## src/hw/tws_pkg.sv

```systemverilog
package tws_pkg;

  // fixed upper bits of the slave address; the low bit comes from the select pin
  localparam logic [5:0] ADDR_UPPER = 6'h26;
  localparam int ADDR_WIDTH = 7;
  localparam int DATA_WIDTH = 8;
  localparam int REG_COUNT = 256;
  localparam logic [7:0] REG_RESET = 8'h00;
  localparam logic [3:0] BIT_LAST = 4'h7;
  localparam logic [3:0] BIT_ACK = 4'h8;

  // protocol phases of the slave
  typedef enum logic [2:0] {
    ST_IDLE,
    ST_DEV_ADDR,
    ST_REG_ADDR,
    ST_WR_DATA,
    ST_RD_DATA,
    ST_IGNORE
  } tws_state_type;

  // filtered line events from the sampler
  typedef struct packed {
    logic scl_rise;
    logic scl_fall;
    logic start;
    logic stop;
    logic sda;
  } tws_line_type;

  // one register write toward the register file
  typedef struct packed {
    logic valid;
    logic [7:0] addr;
    logic [7:0] data;
  } tws_write_type;

endpackage : tws_pkg

```

## src/hw/tws_line_sampler.sv

```systemverilog
`timescale 1ns/1ps

// samples both bus lines through three flops and reports edges and conditions
module tws_line_sampler
(
  input wire logic clk,
  input wire logic srst,
  input wire logic scl_in,
  input wire logic sda_in,
  output tws_pkg::tws_line_type line
);

  logic [2:0] scl_sync_reg;
  logic [2:0] sda_sync_reg;
  logic scl_reg;
  logic sda_reg;
  logic scl_next;
  logic sda_next;

  ////////////////////////////////////////////////////////////////////////////
  // three-stage synchronisers
  always_ff @(posedge clk)
  begin
    if (srst)
    begin
      scl_sync_reg <= 3'h7;
      sda_sync_reg <= 3'h7;
    end
    else
    begin
      scl_sync_reg <= {scl_sync_reg[1:0], scl_in};
      sda_sync_reg <= {sda_sync_reg[1:0], sda_in};
    end
  end

  // a level change counts once stages two and three agree
  always_comb
  begin
    scl_next = scl_reg;
    sda_next = sda_reg;
    if (scl_sync_reg[1] == scl_sync_reg[2])
    begin
      scl_next = scl_sync_reg[2];
    end
    if (sda_sync_reg[1] == sda_sync_reg[2])
    begin
      sda_next = sda_sync_reg[2];
    end
  end

  // filtered levels, idle high like the pulled-up bus
  always_ff @(posedge clk)
  begin
    if (srst)
    begin
      scl_reg <= 1'b1;
      sda_reg <= 1'b1;
    end
    else
    begin
      scl_reg <= scl_next;
      sda_reg <= sda_next;
    end
  end

  // sda moving while scl stays high marks start or stop
  assign line.scl_rise = scl_next & ~scl_reg;
  assign line.scl_fall = ~scl_next & scl_reg;
  assign line.start = scl_reg & scl_next & sda_reg & ~sda_next; // RL2
  assign line.stop = scl_reg & scl_next & ~sda_reg & sda_next; // RL3
  assign line.sda = sda_next;

endmodule : tws_line_sampler

```

## src/hw/tws_slave.sv

```systemverilog
`timescale 1ns/1ps

// Behaviour
// RL1 - data changes only while clock low
// RL2 - falling data with clock high starts
// RL3 - rising data with clock high stops, idles
// RL4 - first byte: seven address bits, direction
// RL5 - acknowledge own address on ninth pulse
// RL6 - address from fixed bits plus select pin
// RL7 - bytes travel most significant bit first
// RL8 - no acknowledge leaves data line released
// RL9 - master no-acknowledge ends read, release line
// RL10 - second write byte is base address
// RL11 - write data increments register address
// RL12 - read from base, increment per byte
// RL13 - master sets base before reading
// RL14 - repeated start begins new address phase
// RL15 - data line only pulled low, never high
// RL16 - start or stop mid-byte abandons byte
module tws_slave
#(
  parameter int REGS = tws_pkg::REG_COUNT
)
(
  input wire logic clk,
  input wire logic srst,
  input wire logic scl_in,
  input wire logic sda_in,
  input wire logic slave_addr_select_pins,
  output logic sda_out,
  output logic sda_oe,
  output logic busy,
  output logic [7:0] wr_addr,
  output logic [7:0] wr_data,
  output logic wr_strobe
);

  tws_pkg::tws_line_type line;
  tws_pkg::tws_state_type state_reg;
  logic [3:0] bit_cnt_reg;
  logic [7:0] shift_reg;
  logic [7:0] tx_reg;
  logic [7:0] base_addr_reg;
  logic ack_reg;
  logic drive_low_reg;
  logic sel_reg;
  logic [7:0] regs [0:REGS-1];
  logic [6:0] own_addr;
  logic [7:0] byte_in;
  logic byte_done;
  logic ack_bit_end;

  ////////////////////////////////////////////////////////////////////////////
  // line conditioning
  tws_line_sampler u_sampler
  (
    .clk(clk),
    .srst(srst),
    .scl_in(scl_in),
    .sda_in(sda_in),
    .line(line)
  );

  // select pin is sampled in the clock domain before use
  logic [2:0] sel_sync_reg;
  always_ff @(posedge clk)
  begin
    if (srst)
    begin
      sel_sync_reg <= 3'h0;
      sel_reg <= 1'b0;
    end
    else
    begin
      sel_sync_reg <= {sel_sync_reg[1:0], slave_addr_select_pins};
      if (sel_sync_reg[1] == sel_sync_reg[2])
      begin
        sel_reg <= sel_sync_reg[2];
      end
    end
  end

  // own address: fixed upper bits, pin in the low bit
  assign own_addr = {tws_pkg::ADDR_UPPER, sel_reg}; // RL6

  // eighth bit completes on its rising clock edge
  assign byte_in = {shift_reg[6:0], line.sda}; // RL7
  assign byte_done = line.scl_rise && (bit_cnt_reg == tws_pkg::BIT_LAST);
  assign ack_bit_end = line.scl_fall && (bit_cnt_reg == tws_pkg::BIT_ACK);

  ////////////////////////////////////////////////////////////////////////////
  // bit counter: 0..7 data bits, 8 acknowledge slot
  always_ff @(posedge clk)
  begin
    if (srst || line.stop)
    begin
      bit_cnt_reg <= 4'h0; // RL16
    end
    // one below zero: the fall that closes the start brings it to bit 0
    else if (line.start)
    begin
      bit_cnt_reg <= 4'hf; // RL16 RL5
    end
    else if (ack_bit_end)
    begin
      bit_cnt_reg <= 4'h0;
    end
    else if (line.scl_fall && bit_cnt_reg != tws_pkg::BIT_ACK && byte_done == 1'b0)
    begin
      bit_cnt_reg <= bit_cnt_reg + 4'h1;
    end
  end

  // incoming shifter samples on rising clock
  always_ff @(posedge clk)
  begin
    if (srst || line.start || line.stop)
    begin
      shift_reg <= 8'h00; // RL16
    end
    else if (line.scl_rise && bit_cnt_reg != tws_pkg::BIT_ACK)
    begin
      shift_reg <= byte_in; // RL7
    end
  end

  ////////////////////////////////////////////////////////////////////////////
  // protocol state machine
  always_ff @(posedge clk)
  begin
    if (srst)
    begin
      state_reg <= tws_pkg::ST_IDLE;
      ack_reg <= 1'b0;
    end
    else if (line.stop)
    begin
      state_reg <= tws_pkg::ST_IDLE; // RL3
      ack_reg <= 1'b0;
    end
    else if (line.start)
    begin
      state_reg <= tws_pkg::ST_DEV_ADDR; // RL2 RL14
      ack_reg <= 1'b0;
    end
    else
    begin
      case (state_reg)
        tws_pkg::ST_IDLE:
        begin
          ack_reg <= 1'b0;
        end
        tws_pkg::ST_DEV_ADDR:
        begin
          if (byte_done)
          begin
            ack_reg <= (byte_in[7:1] == own_addr); // RL4 RL5
          end
          else if (ack_bit_end)
          begin
            if (!ack_reg)
            begin
              state_reg <= tws_pkg::ST_IGNORE; // RL8
            end
            else if (shift_reg[0])
            begin
              state_reg <= tws_pkg::ST_RD_DATA; // RL4 RL13
            end
            else
            begin
              state_reg <= tws_pkg::ST_REG_ADDR;
            end
          end
        end
        tws_pkg::ST_REG_ADDR:
        begin
          if (byte_done)
          begin
            ack_reg <= 1'b1;
          end
          else if (ack_bit_end)
          begin
            state_reg <= tws_pkg::ST_WR_DATA;
          end
        end
        tws_pkg::ST_WR_DATA:
        begin
          if (byte_done)
          begin
            ack_reg <= 1'b1;
          end
        end
        tws_pkg::ST_RD_DATA:
        begin
          // master acknowledge sampled on the ninth rising edge
          if (line.scl_rise && bit_cnt_reg == tws_pkg::BIT_ACK && line.sda)
          begin
            state_reg <= tws_pkg::ST_IGNORE; // RL9
          end
          ack_reg <= 1'b0;
        end
        tws_pkg::ST_IGNORE:
        begin
          ack_reg <= 1'b0;
        end
        default:
        begin
          state_reg <= tws_pkg::ST_IDLE;
          ack_reg <= 1'b0;
        end
      endcase
    end
  end

  ////////////////////////////////////////////////////////////////////////////
  // base address: stored from the address byte, stepped per data byte
  always_ff @(posedge clk)
  begin
    if (srst)
    begin
      base_addr_reg <= tws_pkg::REG_RESET;
    end
    else if (byte_done && state_reg == tws_pkg::ST_REG_ADDR && !line.start && !line.stop)
    begin
      base_addr_reg <= byte_in; // RL10
    end
    else if (ack_bit_end && state_reg == tws_pkg::ST_WR_DATA)
    begin
      base_addr_reg <= base_addr_reg + 8'h01; // RL11
    end
    else if (line.scl_rise && bit_cnt_reg == tws_pkg::BIT_ACK
             && state_reg == tws_pkg::ST_RD_DATA)
    begin
      base_addr_reg <= base_addr_reg + 8'h01; // RL12
    end
  end

  // register file and write port
  always_ff @(posedge clk)
  begin
    if (srst)
    begin
      wr_strobe <= 1'b0;
      wr_addr <= 8'h00;
      wr_data <= 8'h00;
    end
    else
    begin
      wr_strobe <= 1'b0;
      if (byte_done && state_reg == tws_pkg::ST_WR_DATA && !line.start && !line.stop)
      begin
        wr_strobe <= 1'b1;
        wr_addr <= base_addr_reg; // RL11
        wr_data <= byte_in;
      end
    end
  end

  // storage array, written with the same data as the strobe
  always_ff @(posedge clk)
  begin
    if (byte_done && state_reg == tws_pkg::ST_WR_DATA && !line.start && !line.stop)
    begin
      regs[base_addr_reg] <= byte_in;
    end
  end

  // transmit byte loaded when the read phase opens or after each ack slot
  always_ff @(posedge clk)
  begin
    if (srst)
    begin
      tx_reg <= 8'h00;
    end
    else if (ack_bit_end)
    begin
      tx_reg <= regs[(state_reg == tws_pkg::ST_DEV_ADDR) ? base_addr_reg : base_addr_reg]; // RL12
    end
    else if (line.scl_fall && state_reg == tws_pkg::ST_RD_DATA
             && bit_cnt_reg < tws_pkg::BIT_LAST)
    begin
      tx_reg <= {tx_reg[6:0], 1'b0}; // RL7
    end
  end

  ////////////////////////////////////////////////////////////////////////////
  // data line drive: only ever low, updated just after scl falls
  always_ff @(posedge clk)
  begin
    if (srst || line.start || line.stop)
    begin
      drive_low_reg <= 1'b0; // RL16
    end
    else if (line.scl_fall)
    begin
      if (bit_cnt_reg == tws_pkg::BIT_LAST)
      begin
        drive_low_reg <= ack_reg; // RL5 RL8 RL1
      end
      else if (ack_bit_end && state_reg == tws_pkg::ST_DEV_ADDR && ack_reg && shift_reg[0])
      begin
        drive_low_reg <= ~regs[base_addr_reg][7]; // RL12
      end
      else if (ack_bit_end && state_reg == tws_pkg::ST_RD_DATA)
      begin
        drive_low_reg <= ~regs[base_addr_reg][7];
      end
      else if (state_reg == tws_pkg::ST_RD_DATA && bit_cnt_reg < tws_pkg::BIT_LAST)
      begin
        drive_low_reg <= ~tx_reg[6]; // RL7 RL1
      end
      else
      begin
        drive_low_reg <= 1'b0; // RL9
      end
    end
  end

  // outputs: open-drain, output value fixed low
  always_ff @(posedge clk)
  begin
    if (srst)
    begin
      sda_out <= 1'b0;
      sda_oe <= 1'b0;
      busy <= 1'b0;
    end
    else
    begin
      sda_out <= 1'b0; // RL15
      sda_oe <= drive_low_reg && !line.start && !line.stop;
      busy <= (state_reg != tws_pkg::ST_IDLE);
    end
  end

endmodule : tws_slave

```

## config.mk

```make
export PLATFORM = sky130hd
export DESIGN_NAME = tws_slave
export DESIGN_NICKNAME = d
export VERILOG_FILES = /design/src/hw/tws_pkg.sv /design/src/hw/tws_line_sampler.sv /design/src/hw/tws_slave.sv
export SDC_FILE = /design/constraint.sdc
export NUM_CORES = 2
export LEC_CHECK = 0
export BUFFER_PORTS_ARGS = -buffer_cell sky130_fd_sc_hd__buf_2
export CORE_MARGIN = 2
export CORE_UTILIZATION = 63
export CTS_CLUSTER_DIAMETER = 80
export DETAILED_ROUTE_END_ITERATION = 7
export PLACE_DENSITY_LB_ADDON = 0.12
export SLEW_MARGIN = 10
export SYNTH_ARGS = -nofsm -noshare
export SYNTH_HDL_FRONTEND = slang
export SYNTH_SLANG_ARGS = --single-unit
```

## constraint.sdc

```tcl
create_clock -name clk -period 5.65 [get_ports clk]
set_input_delay 0.2825 -clock clk [delete_from_list [all_inputs] [get_ports clk]]
set_output_delay 0.2825 -clock clk [all_outputs]
set_load 0.02 [all_outputs]
```

==> impl_results.html <==
<table>
<tr><th>Metric</th><th>Value</th></tr>
<tr><th colspan="2">Floorplanning</th></tr>
<tr><td>Core box area</td><td>approximately 130000 µm²</td></tr>
<tr><td>Die Span X</td><td>366 µm</td></tr>
<tr><td>Initial cell density of the core</td><td>63.7%</td></tr>
<tr><td>DIE HEIGHT</td><td>366 µm</td></tr>
<tr><td>Number of rows in the core area</td><td>between 100 and 150</td></tr>
<tr><td>Die area</td><td>between 100000 and 150000 µm²</td></tr>
<tr><td>I/O pin count</td><td>25</td></tr>
<tr><th colspan="2">Placement</th></tr>
<tr><td>Weighted congestion at the end of routability-driven global placement</td><td>roughly 0.88</td></tr>
<tr><td>HPWL after DPL</td><td>between 100 and 150 mm</td></tr>
<tr><td>Port Buf Inserts</td><td>23</td></tr>
<tr><td>Total placed instance area</td><td>84700 µm²</td></tr>
<tr><th colspan="2">Timing</th></tr>
<tr><td>Post-layout minimum cycle time</td><td>around 4.2 ns</td></tr>
<tr><td>Setup Total Neg Slack</td><td>0 ns</td></tr>
<tr><td>Fin. Hold Viols</td><td>0</td></tr>
<tr><td>Number of pins exceeding their max-slew limit in the final report</td><td>0</td></tr>
<tr><td>Hold_ws</td><td>0.108 ns</td></tr>
<tr><td>Max Clock Skew</td><td>0.0242 ns</td></tr>
<tr><td>Transition time at the pin with the least slew margin</td><td>1.36 ns</td></tr>
<tr><td>Slew margin rel.</td><td>9.06%</td></tr>
<tr><td>Final critical-path share of the clock period</td><td>74.6%</td></tr>
<tr><td>RSZ-0062 raised after global routing</td><td>no</td></tr>
<tr><td>Final count of negative-setup-slack endpoints</td><td>0</td></tr>
<tr><td>Top achievable clock speed</td><td>237 MHz</td></tr>
<tr><th colspan="2">Synthesis</th></tr>
<tr><td>Count of cell types in the netlist</td><td>73</td></tr>
<tr><td>Post-synth EDFFs</td><td>2048</td></tr>
<tr><td>Flops &amp; latches, synth</td><td>2118</td></tr>
<tr><td>FFs w/ async S/R, synth</td><td>0%</td></tr>
<tr><td>Synthesized netlist net count</td><td>4148</td></tr>
<tr><td>Post-synthesis instance total</td><td>4137</td></tr>
<tr><td>Avg Cell Area, Syn</td><td>20.0 µm²</td></tr>
<tr><td>Post-synthesis instance area</td><td>82700 µm²</td></tr>
<tr><td>Most used DFF post-synth</td><td>edfxtp_1</td></tr>
<tr><td>Share of the yosys chip area belonging to registers</td><td>76.1%</td></tr>
<tr><td>Number of synthesis warnings</td><td>0</td></tr>
<tr><th colspan="2">Setup path</th></tr>
<tr><td>Data required time of the worst path</td><td>6.09 ns</td></tr>
<tr><td>Reg2reg end</td><td>regs[47][3]</td></tr>
<tr><td>Startpoint type of the worst setup path</td><td>flop</td></tr>
<tr><td>Setup crit end kind</td><td>flop</td></tr>
<tr><td>Setup slack, reg-to-reg</td><td>1.44 ns</td></tr>
<tr><td>Critical Path Start</td><td>bit_cnt_reg[0]</td></tr>
<tr><td>Category of the critical setup timing path</td><td>flop to flop</td></tr>
<tr><td>Critical-path cell with the highest stage delay</td><td>nand2_1</td></tr>
<tr><td>Crit path arrival time</td><td>~4.7 ns</td></tr>
<tr><td>Count of cells along the worst register-to-register path</td><td>9</td></tr>
<tr><td>R2r startpoint</td><td>bit_cnt_reg[0]</td></tr>
<tr><td>Crit-path cells</td><td>ha_1, nand2_1, nor3_1, nand3_1, buf_4, nor2_1, nand2_1, buf_4, nor2_1</td></tr>
<tr><td>CP endpoint</td><td>regs[47][3]</td></tr>
<tr><td>Largest stage delay on the critical path</td><td>0.81 ns</td></tr>
<tr><td>Biggest fanout along the worst timing path</td><td>21</td></tr>
<tr><th colspan="2">Global route</th></tr>
<tr><td>Via count of the first global-routing pass</td><td>42.1k</td></tr>
<tr><td>Wire length of the first global-routing pass</td><td>309 mm</td></tr>
<tr><td>Maximum number of pins on one net before global-route repair</td><td>231</td></tr>
<tr><td>Final global-route overflow total</td><td>0</td></tr>
<tr><td>GRT Util Overall</td><td>32.5%</td></tr>
<tr><td>Antenna violations before repair</td><td>7</td></tr>
<tr><th colspan="2">CTS</th></tr>
<tr><td>Skew-Pair Late Insertion Delay</td><td>0.83 ns</td></tr>
<tr><td>Number of buffers inserted for hold repair after clock tree synthesis</td><td>3</td></tr>
<tr><td>Number of clock sinks seen by CTS</td><td>~2.1k</td></tr>
<tr><td>CTS-repair resized insts</td><td>0</td></tr>
<tr><td>Total clock buffers created by CTS</td><td>approximately 200</td></tr>
<tr><td>H-Tree Depth</td><td>4</td></tr>
<tr><td>Maximum number of buffers from clock root to sink</td><td>3</td></tr>
<tr><td>TritonCTS clock tree</td><td>built</td></tr>
<tr><td>Buffer cell driving the clock tree root</td><td>clkbuf_16</td></tr>
<tr><td>Clock input transition at the sequential cells of the worst setup and hold paths</td><td>0.06 ns</td></tr>
<tr><td>Post-CTS Setup Bufs</td><td>0</td></tr>
<tr><th colspan="2">Finish</th></tr>
<tr><td>Commonest non-fill, non-tap cell in the layout</td><td>edfxtp_1</td></tr>
<tr><td>Growth of design area from synthesis to finish</td><td>10.2%</td></tr>
<tr><td>Largest Register</td><td>regs</td></tr>
<tr><td>Most used cells in the layout excluding fill and tap cells</td><td>2048 x edfxtp_1, 463 x mux4_2, 358 x nor2_1</td></tr>
<tr><td>Final design area excluding fillers</td><td>91100 µm²</td></tr>
<tr><td>Fraction of layout cells with a size suffix above 1</td><td>21.2%</td></tr>
<tr><td>Nets@finish</td><td>4240</td></tr>
<tr><td>Reg area</td><td>about 63000 µm²</td></tr>
<tr><td>Fillers</td><td>roughly 7.9k</td></tr>
<tr><td>Combined area of the multi-input logic cells</td><td>18300 µm²</td></tr>
<tr><td>Final core utilization</td><td>70.2%</td></tr>
<tr><td>Flip-flop count of the largest register after layout</td><td>2048</td></tr>
<tr><th colspan="2">Route</th></tr>
<tr><td>Vias</td><td>43.3k</td></tr>
<tr><td>Residual DRC</td><td>0</td></tr>
<tr><td>Detailed-route wire length per cell</td><td>35.1 µm</td></tr>
<tr><td>Pre-Repair DR Iteration Count</td><td>6</td></tr>
<tr><td>Remaining number of nets flagged by the antenna check after routing</td><td>0</td></tr>
<tr><td>Average via count per standard cell</td><td>a little over 7</td></tr>
<tr><td>Number of design-rule violations left by the first detailed-router iteration</td><td>7402</td></tr>
<tr><td>Total routed wirelength</td><td>between 200 and 250 mm</td></tr>
<tr><th colspan="2">Min path</th></tr>
<tr><td>Min-delay worst type</td><td>input port to flop</td></tr>
<tr><th colspan="2">Pwr</th></tr>
<tr><td>Leakage power figure</td><td>29.1 nW</td></tr>
<tr><td>Maximum vdd drop</td><td>0.000325 V</td></tr>
<tr><td>Total power of the final layout</td><td>0.0301 W</td></tr>
<tr><td>Cell Pwr Density</td><td>330 nW/µm²</td></tr>
<tr><th colspan="2">Flow run</th></tr>
<tr><td>Max Cap Violations</td><td>0</td></tr>
<tr><th colspan="2">Status</th></tr>
<tr><td>Result of the run</td><td>complete, no violations</td></tr>
</table>
cell type report:
| class | instances | area share (%) |
|---|---|---|
| flip-flops and latches | 2118 | 69.1 |
| multi-input cells | 1752 | 20.1 |
| clock buffers | 262 | 5.95 |
| well taps | 1742 | 2.39 |
| repair buffers | 134 | 1.33 |
| clock inverters | 114 | 1.05 |
| inverters | 19 | 0.0810 |
| diodes | 1 | 0.00275 |
worst max-delay path: cells and delay by family (launching register included):
kind / cells / cell delay [ns]
simple gates: 6 / 2.36
buf+inv: 2 / 0.78
flops: 1 / 0.40
fa+ha+maj: 1 / 0.26
cell families (layout without fill, tap and decap cells):
kind of cell	Yosys count	count (layout)	synth area share, %
muxes	667	667	15.1
DFF	2118	2118	76.1
and+or+nand+nor	707	707	3.71
xor gates and xnor gates	7	7	0.0741
other	1	2	0.00454
buffers and inverters	267	529	1.81
AOI/OAI and AO/OA	363	363	3.12
adders and majority gates	7	7	0.103
how the worst min path moves through the flow:
stage                                            to                      start  cells after the start  slack [ns]
after floorplan           u_sampler.scl_sync_reg[0]                     scl_in                      1        0.39
after global placement    u_sampler.sda_sync_reg[1]  u_sampler.sda_sync_reg[0]                      1        0.40
after detailed placement  u_sampler.sda_sync_reg[1]  u_sampler.sda_sync_reg[0]                      1        0.40
after CTS                                wr_addr[3]                       srst                      2        0.02
after global routing                     wr_addr[3]                       srst                      2        0.12
final                               sel_sync_reg[2]                       srst                      2        0.11
cells in the mapped netlist (3+ instances only):
master | count | share of area (%)
a2111oi_0 | 7 | 0.074
a211o_1 | 4 | 0.042
a211oi_1 | 25 | 0.23
a21oi_1 | 68 | 0.41
a221o_1 | 5 | 0.061
a221oi_1 | 18 | 0.19
a22oi_1 | 51 | 0.46
a311o_1 | 3 | 0.036
a311oi_1 | 7 | 0.074
a31oi_1 | 21 | 0.16
a32oi_1 | 4 | 0.042
and2_1 | 17 | 0.13
and3_1 | 16 | 0.12
buf_1 | 10 | 0.045
buf_2 | 57 | 0.35
buf_4 | 33 | 0.30
buf_6 | 34 | 0.46
buf_8 | 4 | 0.073
clkbuf_1 | 110 | 0.50
dfxtp_1 | 70 | 1.7
edfxtp_1 | 2048 | 74
ha_1 | 6 | 0.091
inv_1 | 17 | 0.077
mux2_2 | 19 | 0.26
mux2i_1 | 184 | 2.2
mux4_2 | 463 | 13
nand2_1 | 159 | 0.72
nand2b_1 | 23 | 0.17
nand3_1 | 43 | 0.26
nand3b_1 | 3 | 0.027
nand4_1 | 9 | 0.068
nor2_1 | 361 | 1.6
nor2b_1 | 22 | 0.17
nor3_1 | 21 | 0.13
nor4_1 | 8 | 0.061
o2111ai_1 | 9 | 0.095
o211ai_1 | 9 | 0.082
o21ai_0 | 30 | 0.18
o221ai_1 | 33 | 0.35
o22ai_1 | 37 | 0.28
o31a_1 | 3 | 0.032
o41ai_1 | 4 | 0.042
or2_2 | 11 | 0.083
or3_1 | 5 | 0.038
xor2_1 | 6 | 0.064
metrics by stage:
| stage | setup WS (ns) | std cells |
|---|---|---|
| floorplan | 0.655 | 4137 |
| global placement | 1.37 | 5761 |
| detailed placement | 1.65 | 5761 |
| CTS | 1.63 | 6140 |
| global route | 1.35 | 6141 |
| finish | 1.44 | 6142 |
where the power goes:
group | total, W | leakage, nW | internal [W] | switching (W)
logic | 0.0000256 | 5.28 | 0.00000768 | 0.0000179
registers | 0.0170 | 20.7 | 0.0169 | 0.00000264
clock network | 0.0131 | 3.11 | 0.00733 | 0.00580
routing by layer:
layer / up-vias / wire length, µm / track usage (%)
met5: - / 22 / 0
met2: 3105 / 97100 / 47.0
met1: 22511 / 82300 / 48.6
met4: 4 / 8290 / 11.8
li1: 17173 / - / -
met3: 483 / 28000 / 8.65
Power figures use the tool's default switching activity.
